$ cat config.mk
export PLATFORM = sky130hd
export DESIGN_NAME = srcs_top
export DESIGN_NICKNAME = d
export VERILOG_FILES = /design/src/srcs_pkg.sv /design/src/srcs_delay_mem.sv /design/src/srcs_top.sv
export SDC_FILE = /design/constraint.sdc
export NUM_CORES = 1
export LEC_CHECK = 0
export BUFFER_PORTS_ARGS = -buffer_cell sky130_fd_sc_hd__buf_4
export CORE_MARGIN = 2
export CORE_UTILIZATION = 35
export DETAILED_ROUTE_END_ITERATION = 6
export PLACE_DENSITY_LB_ADDON = 0.3
export SETUP_SLACK_MARGIN = 0.2
export SYNTH_ARGS = -nofsm -noshare
export SYNTH_HDL_FRONTEND = slang
export SYNTH_HIERARCHICAL = 1
export SYNTH_SLANG_ARGS = --single-unit
$ cat constraint.sdc
create_clock -name pclk -period 3.5 [get_ports pclk]
set_input_delay 0.35 -clock pclk [delete_from_list [all_inputs] [get_ports pclk]]
set_output_delay 0.35 -clock pclk [all_outputs]
set_load 0.01 [all_outputs]
$ cat src/srcs_pkg.sv
// srcs_pkg: register indices, field positions, reset values, state codes and timing
// constants for the reference capture and sync block.
// assumes: byte address of a register is four times its index.
`default_nettype none
package srcs_pkg;
  localparam int          CLK_PERIOD_PS   = 25000;
  localparam int          ADDR_W          = 16;
  localparam int          IDX_W           = 12;
  localparam int          SMP_W           = 14;
  localparam int          DLY_W           = 4;
  localparam int          CNT_W           = 4;
  localparam int          IGN_W           = 5;
  localparam int          NCB             = 3;
  // register indices
  localparam logic [11:0] IDX_CTRL        = 12'h120;
  localparam logic [11:0] IDX_IGNORE      = 12'h121;
  localparam logic [11:0] IDX_TSDLY       = 12'h123;
  localparam logic [11:0] IDX_MONITOR     = 12'h128;
  localparam logic [11:0] IDX_MONFLAG     = 12'h129;
  localparam logic [11:0] IDX_SYNCMODE    = 12'h1ff;
  localparam logic [11:0] IDX_APPMODE     = 12'h200;
  localparam logic [11:0] IDX_CBFUNC01    = 12'h559;
  localparam logic [11:0] IDX_CBFUNC2     = 12'h55a;
  localparam logic [11:0] IDX_CBCOUNT     = 12'h58f;
  // field positions
  localparam int          CTRL_MODE_LO    = 1;
  localparam int          CTRL_EDGE_BIT   = 3;
  localparam int          CTRL_POL_BIT    = 4;
  localparam int          CBF0_LO         = 0;
  localparam int          CBF1_LO         = 4;
  localparam int          CBCOUNT_LO      = 6;
  localparam int          MON_HOLD_LO     = 4;
  // field values
  localparam logic [1:0]  MODE_OFF        = 2'h0;
  localparam logic [1:0]  MODE_CONT       = 2'h1;
  localparam logic [1:0]  MODE_NSHOT      = 2'h2;
  localparam logic [2:0]  CBF_SYSREF      = 3'h5;
  localparam logic [4:0]  IGNORE_MAX      = 5'h10;
  localparam logic [3:0]  CNT_SAT         = 4'hf;
  localparam logic [3:0]  MON_GOOD        = 4'h8;
  localparam logic [3:0]  MON_ZERO        = 4'h0;
  localparam logic [3:0]  ALIGN_ALL       = 4'hf;
  localparam logic [7:0]  RST_BYTE        = 8'h00;
  // state codes, one-hot
  typedef enum logic [2:0] {
    ST_IDLE = 3'b001,
    ST_ARM  = 3'b010,
    ST_FIRE = 3'b100
  } srcs_state_t;
endpackage
`default_nettype wire

$ cat src/srcs_delay_mem.sv
// srcs_delay_mem: small ring memory that delays tagged sample words by a programmable count.
// assumes: one word written every clock; read data registered, so total delay is dly + 1.
`default_nettype none
module srcs_delay_mem #(
  parameter int WIDTH = 29
) (
  input  wire logic                        pclk,
  input  wire logic                        presetn,
  input  wire logic [srcs_pkg::DLY_W-1:0]  dly,
  input  wire logic [WIDTH-1:0]            wdata,
  output logic      [WIDTH-1:0]            rdata
);
  localparam int DEPTH = 1 << srcs_pkg::DLY_W;
  logic [WIDTH-1:0]            mem [DEPTH];
  logic [srcs_pkg::DLY_W-1:0]  wptr_reg;
  logic [srcs_pkg::DLY_W-1:0]  wptr_next;
  logic [srcs_pkg::DLY_W-1:0]  rptr;

  always_comb begin
    wptr_next = wptr_reg + 1'b1;
    rptr      = wptr_reg - dly;
  end

  always_ff @(posedge pclk or negedge presetn) begin
    if (!presetn) begin
      wptr_reg <= '0;
      rdata    <= '0;
    end else begin
      wptr_reg <= wptr_next;
      rdata    <= (dly == '0) ? wdata : mem[rptr];
    end
  end

  // storage has no reset: for the first dly clocks after reset the read side returns unwritten entries
  always_ff @(posedge pclk) begin
    mem[wptr_reg] <= wdata;
  end
endmodule // srcs_delay_mem
`default_nettype wire

$ cat src/srcs_top.sv
// srcs_top: reference pulse capture, multichip sync and sample timestamping, APB slave.
// assumes: sysref_in and sample inputs synchronous to pclk; one sample per channel per clock.
// Functional notes
// - one bit picks sample or timestamp sync
// - sample sync: event realigns divider, downconverters, monitor, link
// - timestamp sync: clocks untouched, coincident sample tagged
// - no timestamp while decimation is selected
// - three-bit function per control bit, 5 is timestamp
// - tag only the sample at the reference edge
// - both channels share one pipeline latency
// - delay setting shifts which sample gets tagged; here it delays tag and both samples together, so only the latency moves
// - mode field: 1 continuous, 2 N-shot, nonzero arms
// - N-shot mode field clears itself after event
// - multiframe rate is clock over S times K
// - event is rising or falling transition, selectable
// - reference sampled on rising or falling clock edge
// - N-shot ignores programmable count up to 16 events
// - monitor reads hold high nibble, setup low nibble
// - monitor codes decode to setup, hold, both, or no error
// - polarity choice is control bit 4
// - clock edge choice is control bit 3
`default_nettype none
module srcs_top (
  input  wire logic                          pclk,
  input  wire logic                          presetn,
  input  wire logic                          psel,
  input  wire logic                          penable,
  input  wire logic                          pwrite,
  input  wire logic [srcs_pkg::ADDR_W-1:0]   paddr,
  input  wire logic [31:0]                   pwdata,
  output logic      [31:0]                   prdata,
  output logic                               pready,
  output logic                               pslverr,
  input  wire logic                          sysref_in,
  input  wire logic [srcs_pkg::SMP_W-1:0]    sample_a,
  input  wire logic [srcs_pkg::SMP_W-1:0]    sample_b,
  output logic      [srcs_pkg::SMP_W-1:0]    dout_a,
  output logic      [srcs_pkg::SMP_W-1:0]    dout_b,
  output logic      [srcs_pkg::NCB-1:0]      ctrl_bits,
  output logic      [3:0]                    realign
);
  localparam int MW = 2 * srcs_pkg::SMP_W + 1;

  function automatic logic [srcs_pkg::IDX_W-1:0] reg_index(input logic [srcs_pkg::ADDR_W-1:0] a);
    reg_index = a[srcs_pkg::IDX_W+1:2];
  endfunction

  function automatic logic is_mapped(input logic [srcs_pkg::ADDR_W-1:0] a);
    logic [srcs_pkg::IDX_W-1:0] i;
    i = reg_index(a);
    is_mapped = (a[1:0] == 2'h0) && (a[srcs_pkg::ADDR_W-1:srcs_pkg::IDX_W+2] == '0) &&
                (i == srcs_pkg::IDX_CTRL || i == srcs_pkg::IDX_IGNORE || i == srcs_pkg::IDX_TSDLY ||
                 i == srcs_pkg::IDX_MONITOR || i == srcs_pkg::IDX_MONFLAG || i == srcs_pkg::IDX_SYNCMODE ||
                 i == srcs_pkg::IDX_APPMODE || i == srcs_pkg::IDX_CBFUNC01 || i == srcs_pkg::IDX_CBFUNC2 ||
                 i == srcs_pkg::IDX_CBCOUNT);
  endfunction

  // registers
  logic [7:0] ctrl_reg,  ctrl_next;
  logic [4:0] ign_reg,   ign_next;
  logic [3:0] tsdly_reg, tsdly_next;
  logic       sync_reg,  sync_next;
  logic       decim_reg, decim_next;
  logic [7:0] cbf01_reg, cbf01_next;
  logic [2:0] cbf2_reg,  cbf2_next;
  logic [1:0] cbcnt_reg, cbcnt_next;
  logic [31:0] prdata_next;
  logic        pready_next;
  logic        pslverr_next;

  // capture path
  logic                       ref_neg_reg;
  logic                       ref_cur_reg, ref_prev_reg;
  logic                       event_w;
  srcs_pkg::srcs_state_t      st_reg, st_next;
  logic [4:0]                 ignc_reg, ignc_next;
  logic                       fire_w;
  logic [3:0]                 realign_next;
  logic                       ts_tag_w;
  logic [3:0]                 setup_cnt_reg, setup_cnt_next;
  logic [3:0]                 hold_cnt_reg,  hold_cnt_next;
  logic                       hold_run_reg,  hold_run_next;
  logic [7:0]                 mon_reg, mon_next;
  logic [1:0]                 monflag_w;
  logic [MW-1:0]              mem_rdata;
  logic [srcs_pkg::NCB-1:0]   cb_sel;
  logic [srcs_pkg::NCB-1:0]   ctrl_bits_next;

  wire logic [1:0] mode_w  = ctrl_reg[srcs_pkg::CTRL_MODE_LO +: 2];
  wire logic       wr_w    = psel && penable && pready && pwrite && !pslverr;
  wire logic [srcs_pkg::IDX_W-1:0] widx = reg_index(paddr);

  // decodes the margin monitor into setup error (bit 0) and hold error (bit 1)
  function automatic logic [1:0] mon_decode(input logic [7:0] m);
    logic [3:0] h;
    logic [3:0] s;
    h = m[7:4];
    s = m[3:0];
    mon_decode = 2'b00;
    if (h == srcs_pkg::MON_ZERO && s == srcs_pkg::MON_ZERO) mon_decode = 2'b11;
    else if (s == srcs_pkg::MON_GOOD) mon_decode = 2'b00;
    else if (h == srcs_pkg::MON_ZERO && s < srcs_pkg::MON_GOOD) mon_decode = 2'b01;
    else if (h > srcs_pkg::MON_GOOD && s == srcs_pkg::MON_ZERO) mon_decode = 2'b10;
  endfunction

  // APB: setup cycle decodes and prepares the answer; access cycle completes with one wait-free edge
  always_comb begin
    pready_next  = psel && !penable;
    pslverr_next = psel && !penable && !is_mapped(paddr);
    prdata_next  = '0;
    if (psel && !penable && !pwrite && is_mapped(paddr)) begin
      unique case (widx)
        srcs_pkg::IDX_CTRL:     prdata_next[7:0] = ctrl_reg;
        srcs_pkg::IDX_IGNORE:   prdata_next[4:0] = ign_reg;
        srcs_pkg::IDX_TSDLY:    prdata_next[3:0] = tsdly_reg;
        srcs_pkg::IDX_MONITOR:  prdata_next[7:0] = mon_reg;
        srcs_pkg::IDX_MONFLAG:  prdata_next[1:0] = monflag_w;
        srcs_pkg::IDX_SYNCMODE: prdata_next[0]   = sync_reg;
        srcs_pkg::IDX_APPMODE:  prdata_next[0]   = decim_reg;
        srcs_pkg::IDX_CBFUNC01: prdata_next[7:0] = cbf01_reg;
        srcs_pkg::IDX_CBFUNC2:  prdata_next[2:0] = cbf2_reg;
        default:                prdata_next[7:6] = cbcnt_reg;
      endcase
    end
  end

  always_comb begin
    ctrl_next  = ctrl_reg;
    ign_next   = ign_reg;
    tsdly_next = tsdly_reg;
    sync_next  = sync_reg;
    decim_next = decim_reg;
    cbf01_next = cbf01_reg;
    cbf2_next  = cbf2_reg;
    cbcnt_next = cbcnt_reg;
    // hardware self-clear of the N-shot field; a control register write in the same cycle overrides it
    if (fire_w && mode_w == srcs_pkg::MODE_NSHOT) ctrl_next[srcs_pkg::CTRL_MODE_LO +: 2] = srcs_pkg::MODE_OFF;
    if (wr_w) begin
      unique case (widx)
        srcs_pkg::IDX_CTRL:     ctrl_next  = pwdata[7:0];
        srcs_pkg::IDX_IGNORE:   ign_next   = (pwdata[4:0] > srcs_pkg::IGNORE_MAX) ? srcs_pkg::IGNORE_MAX
                                                                                  : pwdata[4:0];
        srcs_pkg::IDX_TSDLY:    tsdly_next = pwdata[3:0];
        srcs_pkg::IDX_SYNCMODE: sync_next  = pwdata[0];
        srcs_pkg::IDX_APPMODE:  decim_next = pwdata[0];
        srcs_pkg::IDX_CBFUNC01: cbf01_next = pwdata[7:0];
        srcs_pkg::IDX_CBFUNC2:  cbf2_next  = pwdata[2:0];
        srcs_pkg::IDX_CBCOUNT:  cbcnt_next = pwdata[7:6];
        default:                ;
      endcase
    end
  end

  always_ff @(posedge pclk or negedge presetn) begin
    if (!presetn) begin
      ctrl_reg  <= srcs_pkg::RST_BYTE;
      ign_reg   <= '0;
      tsdly_reg <= '0;
      sync_reg  <= 1'b0;
      decim_reg <= 1'b0;
      cbf01_reg <= srcs_pkg::RST_BYTE;
      cbf2_reg  <= '0;
      cbcnt_reg <= '0;
      prdata    <= '0;
      pready    <= 1'b0;
      pslverr   <= 1'b0;
    end else begin
      ctrl_reg  <= ctrl_next;
      ign_reg   <= ign_next;
      tsdly_reg <= tsdly_next;
      sync_reg  <= sync_next;
      decim_reg <= decim_next;
      cbf01_reg <= cbf01_next;
      cbf2_reg  <= cbf2_next;
      cbcnt_reg <= cbcnt_next;
      prdata    <= prdata_next;
      pready    <= pready_next;
      pslverr   <= pslverr_next;
    end
  end

  // falling-edge sample; it is then retimed to the rising edge like the rising-edge sample
  always_ff @(negedge pclk or negedge presetn) begin
    if (!presetn) ref_neg_reg <= 1'b0;
    else          ref_neg_reg <= sysref_in;
  end

  always_ff @(posedge pclk or negedge presetn) begin
    if (!presetn) begin
      ref_cur_reg  <= 1'b0;
      ref_prev_reg <= 1'b0;
    end else begin
      ref_cur_reg  <= ctrl_reg[srcs_pkg::CTRL_EDGE_BIT] ? ref_neg_reg : sysref_in;
      ref_prev_reg <= ref_cur_reg;
    end
  end

  // a pulse narrower than one clock may be missed, which is why the source must widen it
  assign event_w = ctrl_reg[srcs_pkg::CTRL_POL_BIT] ? (ref_prev_reg && !ref_cur_reg)
                                                    : (!ref_prev_reg && ref_cur_reg);

  always_comb begin
    st_next   = st_reg;
    ignc_next = ignc_reg;
    fire_w    = 1'b0;
    unique case (st_reg)
      srcs_pkg::ST_IDLE: begin
        ignc_next = '0;
        if (mode_w != srcs_pkg::MODE_OFF) st_next = srcs_pkg::ST_ARM;
      end
      srcs_pkg::ST_ARM: begin
        if (mode_w == srcs_pkg::MODE_OFF) begin
          st_next = srcs_pkg::ST_IDLE;
        end else if (event_w) begin
          if (mode_w == srcs_pkg::MODE_NSHOT && ignc_reg < ign_reg) begin
            ignc_next = ignc_reg + 1'b1;
          end else begin
            fire_w  = 1'b1;
            st_next = srcs_pkg::ST_FIRE;
          end
        end
      end
      srcs_pkg::ST_FIRE: begin
        // continuous mode re-arms at once; N-shot has just cleared its field and drops to idle
        st_next = (mode_w == srcs_pkg::MODE_CONT) ? srcs_pkg::ST_ARM : srcs_pkg::ST_IDLE;
      end
      default: st_next = srcs_pkg::ST_IDLE;
    endcase
  end

  always_ff @(posedge pclk or negedge presetn) begin
    if (!presetn) begin
      st_reg   <= srcs_pkg::ST_IDLE;
      ignc_reg <= '0;
    end else begin
      st_reg   <= st_next;
      ignc_reg <= ignc_next;
    end
  end

  // sample sync realigns all four targets; timestamp sync leaves them and tags the sample instead unless decimation is selected
  assign realign_next = (fire_w && !sync_reg) ? srcs_pkg::ALIGN_ALL : '0;
  assign ts_tag_w     = fire_w && sync_reg && !decim_reg;

  // margin monitor: setup = clocks of stable level before the event, hold = clocks it stays after
  always_comb begin
    setup_cnt_next = (ref_cur_reg != ref_prev_reg) ? '0 :
                     (setup_cnt_reg == srcs_pkg::CNT_SAT) ? setup_cnt_reg : setup_cnt_reg + 1'b1;
    hold_run_next  = hold_run_reg;
    hold_cnt_next  = hold_cnt_reg;
    mon_next       = mon_reg;
    if (event_w) begin
      hold_run_next = 1'b1;
      hold_cnt_next = '0;
      mon_next[3:0] = setup_cnt_reg;
    end else if (hold_run_reg) begin
      if (ref_cur_reg != ref_prev_reg) begin
        hold_run_next = 1'b0;
        mon_next[7:srcs_pkg::MON_HOLD_LO] = hold_cnt_reg;
      end else if (hold_cnt_reg != srcs_pkg::CNT_SAT) begin
        hold_cnt_next = hold_cnt_reg + 1'b1;
      end
    end
  end

  always_ff @(posedge pclk or negedge presetn) begin
    if (!presetn) begin
      setup_cnt_reg <= '0;
      hold_cnt_reg  <= '0;
      hold_run_reg  <= 1'b0;
      mon_reg       <= srcs_pkg::RST_BYTE;
    end else begin
      setup_cnt_reg <= setup_cnt_next;
      hold_cnt_reg  <= hold_cnt_next;
      hold_run_reg  <= hold_run_next;
      mon_reg       <= mon_next;
    end
  end

  assign monflag_w = mon_decode(mon_reg);

  // one shared delay line keeps both channels and the tag on the same latency
  srcs_delay_mem #(.WIDTH(MW)) u_dly (
    .pclk    (pclk),
    .presetn (presetn),
    .dly     (tsdly_reg),
    .wdata   ({ts_tag_w, sample_a, sample_b}),
    .rdata   (mem_rdata)
  );

  wire logic [2:0] cbf_w [srcs_pkg::NCB];
  assign cbf_w[0] = cbf01_reg[srcs_pkg::CBF0_LO +: 3];
  assign cbf_w[1] = cbf01_reg[srcs_pkg::CBF1_LO +: 3];
  assign cbf_w[2] = cbf2_reg;

  genvar gi;
  generate
    for (gi = 0; gi < srcs_pkg::NCB; gi++) begin : g_cb
      // a bit carries the tag only if enabled by the count field and set to the timestamp function
      assign cb_sel[gi] = (cbcnt_reg > gi) && (cbf_w[gi] == srcs_pkg::CBF_SYSREF);
      assign ctrl_bits_next[gi] = cb_sel[gi] && mem_rdata[MW-1];
    end
  endgenerate

  always_ff @(posedge pclk or negedge presetn) begin
    if (!presetn) begin
      dout_a    <= '0;
      dout_b    <= '0;
      ctrl_bits <= '0;
      realign   <= '0;
    end else begin
      dout_a    <= mem_rdata[MW-2 -: srcs_pkg::SMP_W];
      dout_b    <= mem_rdata[srcs_pkg::SMP_W-1:0];
      ctrl_bits <= ctrl_bits_next;
      realign   <= realign_next;
    end
  end
endmodule // srcs_top
`default_nettype wire

==> results.yml <==
clock_network:
  cts_max_level: 2
  clock_latency_ns: 0.62
  cts_sinks: 599
  cts_buffer_depth: 3
  root_buffer: "clkbuf_16"
  cts_tree: "built"
  clkTransAtPathRegs_ns: 0.06
  numCtsBuffers: 60
cells_and_area:
  final_nets: 1505
  drive_gt1_share_pct: 29.6
  postLayoutCellArea_um2: 28000
  synthToLayoutAreaGrowth_pct: 17.1
  top_regs: "u_dly/mem x464, u_dly/rdata x29"
  final_core_util_pct: 41.6
  largest_reg_flops: 464
  top_register: "u_dly/mem"
synthesis:
  ys_seq_area_share_pct: 72.4
  yosys_warnings: 6
  syn_inst: 1227
  synth.distinct_cells: 69
  synth_top_area_share_pct: 58.3
  yosysMostFrequentCell: "edfxtp_1"
  synthTopCellsByCount: "edfxtp_1, dfrtp_1, mux4_2"
  synth_seq_cells: 599
  ys_top_cells_by_area: "edfxtp_1, dfrtp_1, mux4_2"
  yosysTopAreaCell: "edfxtp_1"
  synth_flop_cell: "edfxtp_1"
  postSynth.asyncResetShare_pct: 22.5
  synth_edf_count: 464
  syn_area_um2: 23900
  postSynthAreaPerCell_um2: 19.5
detailed_routing:
  via_per_inst: 5.13
  via_count: 12000
  wl_per_cell_um: 22.2
  wl_mm: 51.8
  drt-pass1-iter-count: 5
  drt_iter0_drc: 940
  drc: 0
  ant_nets: 0
critical_path:
  reg2reg_from: "u_dly/wptr_reg[0]"
  cp_data_required_time_ns: 4.00
  crit_top_cell: "inv_1"
  worstPathCellList: "inv_1 -> ha_4 -> inv_1 -> fa_4 -> buf_4 -> xnor2_1 -> nand4_1 -> buf_12 -> mux2_2"
  crit_type: "register to register"
  crit_fanout: 22
  r2r_slack_ns: 0.34
  worstSetupEndpointType: "register"
  startpoint: "u_dly/wptr_reg[0]"
  r2r-end: "u_dly/rdata[1]"
  arrival_ns: 3.66
  worstRegToRegCells: 9
  start_kind: "register"
  worstSetupEndpoint: "u_dly/rdata[1]"
  cpPeakStageDelay_ns: 0.88
  critPathSlowestCell: "fa_4"
timing:
  tightestPinTransition_ns: 0.883
  finalCritPeriodShare_pct: 90.2
  hold_slack_ns: 0.0332
  tns_ns: 0
  setup_viol: 0
  max_slew_margin_pct: 41.1
  final_max_slew_viol_count: 0
  fin_crit_ns: 3.16
  max_freq_mhz: 317
  fin_worst_skew_ns: 0.0262
  hold_viol_final: 0
  rsz0062_at_grt: "false"
floorplanning:
  initial_core_util_pct: 35.5
  die-area_um2: 70400
  row_count: 95
  ios: 151
  die_width_um: 265
  die_h_um: 265
  coreArea_um2: 67400
place:
  post-dp-hpwl_mm: 30.5
  place_area_um2: 25800
  io_buffers: 102
  place.gp.congestion: 0.800
pwr:
  swShare_pct: 20.9
  pwr_density_cell_nw_per_um2: 516
  cellLeakagePower_nw: 9.79
  power_frac_clock_pct: 42.5
  total_power_mw: 14.4
  p_int_mw: 11.4
  comb_power_share_pct: 3.2
  ir_drop_v: 0.000394
  power_frac_seq_pct: 54.3
  power.switching_mw: 3.02
hold_path:
  hp-class: "input pin to register"
global_routing:
  grt_max_degree: 68
  grt_pass1_vias: 12400
  groute.usage.overall_pct: 14.8
  grt_pass1_wl_mm: 78.5
  antenna_found_initial: 2
  grt-ovfl-total: 0
job:
  cap_violations: 0
status:
  run_status: "finished clean"
==> cells in the final DEF, fill, tap and decap left out, types with 15 or more instances in the layout <==
cell type      count
dfrtp_1          133
mux2_2            52
nand2_1           34
clkbuf_16         60
buf_4            133
clkbuf_1          15
dlygate4sd3_1     28
inv_1             21
nor2_1            30
mux4_2           116
ha_1              15
edfxtp_1         464
clkinv_1          16
mux2i_1           96
conb_1            24
==> final cells by class <==
cell class | count | area, um2
fillers | 5931 | 39400
flip-flops and latches | 599 | 17300
multi-input cells | 552 | 6140
clock buffers | 79 | 1610
repair buffers | 172 | 1490
well taps | 873 | 1090
clock inverters | 34 | 288
inverters | 21 | 78.8
diodes | 1 | 2.50
==> cell families (layout without fill, tap and decap cells) <==
group | Yosys count | after routing | share of synthesized area [%]
xor+xnor | 17 | 17 | 0.654
fa+ha+maj | 17 | 17 | 0.921
flops | 599 | 599 | 72.4
buf+inv | 99 | 306 | 2.56
compound gates | 53 | 53 | 1.48
other cells | 1 | 25 | 0.0157
mux | 273 | 273 | 17.9
simple gates | 168 | 168 | 4.05
==> power groups by stage <==
stage	registers, mW	logic [mW]	clock network, mW
after floorplan	7.98	0.207	0
after global placement	7.99	0.422	0
after detailed placement	8.00	0.436	0
after CTS	7.85	0.465	6.31
after global routing	7.86	0.515	6.58
final	7.85	0.456	6.14
==> stage by stage <==
stage,setup WS (ns),instances
floorplan,0.766,1250
global placement,0.346,2189
detailed placement,0.320,2189
CTS,0.312,2330
global route,0.222,2331
finish,0.344,2331
==> worst min-delay path by stage <==
stage	from	to	slack, ns	depth (start not counted)
final	sample_a[1]	u_dly/mem[13][15]	0.03	1
after detailed placement	presetn	prdata[0]	0.27	1
after global placement	presetn	pready	0.26	1
after floorplan	presetn	cbcnt_reg[0]	0.05	0
after global routing	pwdata[1]	cbf01_reg[1]	0.02	2
after CTS	sample_a[2]	u_dly/mem[5][16]	0.00006	1
==> what timing repair did <==
item,4_1_cts,5_1_grt
setup buffers,0,0
hold endpoints to repair,277,0
resized for setup,0,0
hold buffers,28,0
==> critical path: cells and delay by family (launching register included) <==
family	cells	cell delay [ns]
adder cells (fa/ha/maj)	2	1.03
buffers and inverters	4	0.88
flip-flops	1	0.43
multiplexers	1	0.36
AND/OR/NAND/NOR	1	0.18
XOR/XNOR	1	0.12
==> layer usage <==
metal | global-route usage (%) | part of all wire [%] | vias to the layer above
met3 | 2.65 | 5.1 | 64
met1 | 21.0 | 45 | 6397
met4 | 3.18 | 1.5 | 2
met2 | 23.9 | 48 | 303
li1 | - | - | 5193
met5 | 0 | 0.014 | -
Power figures use the tool's default switching activity.
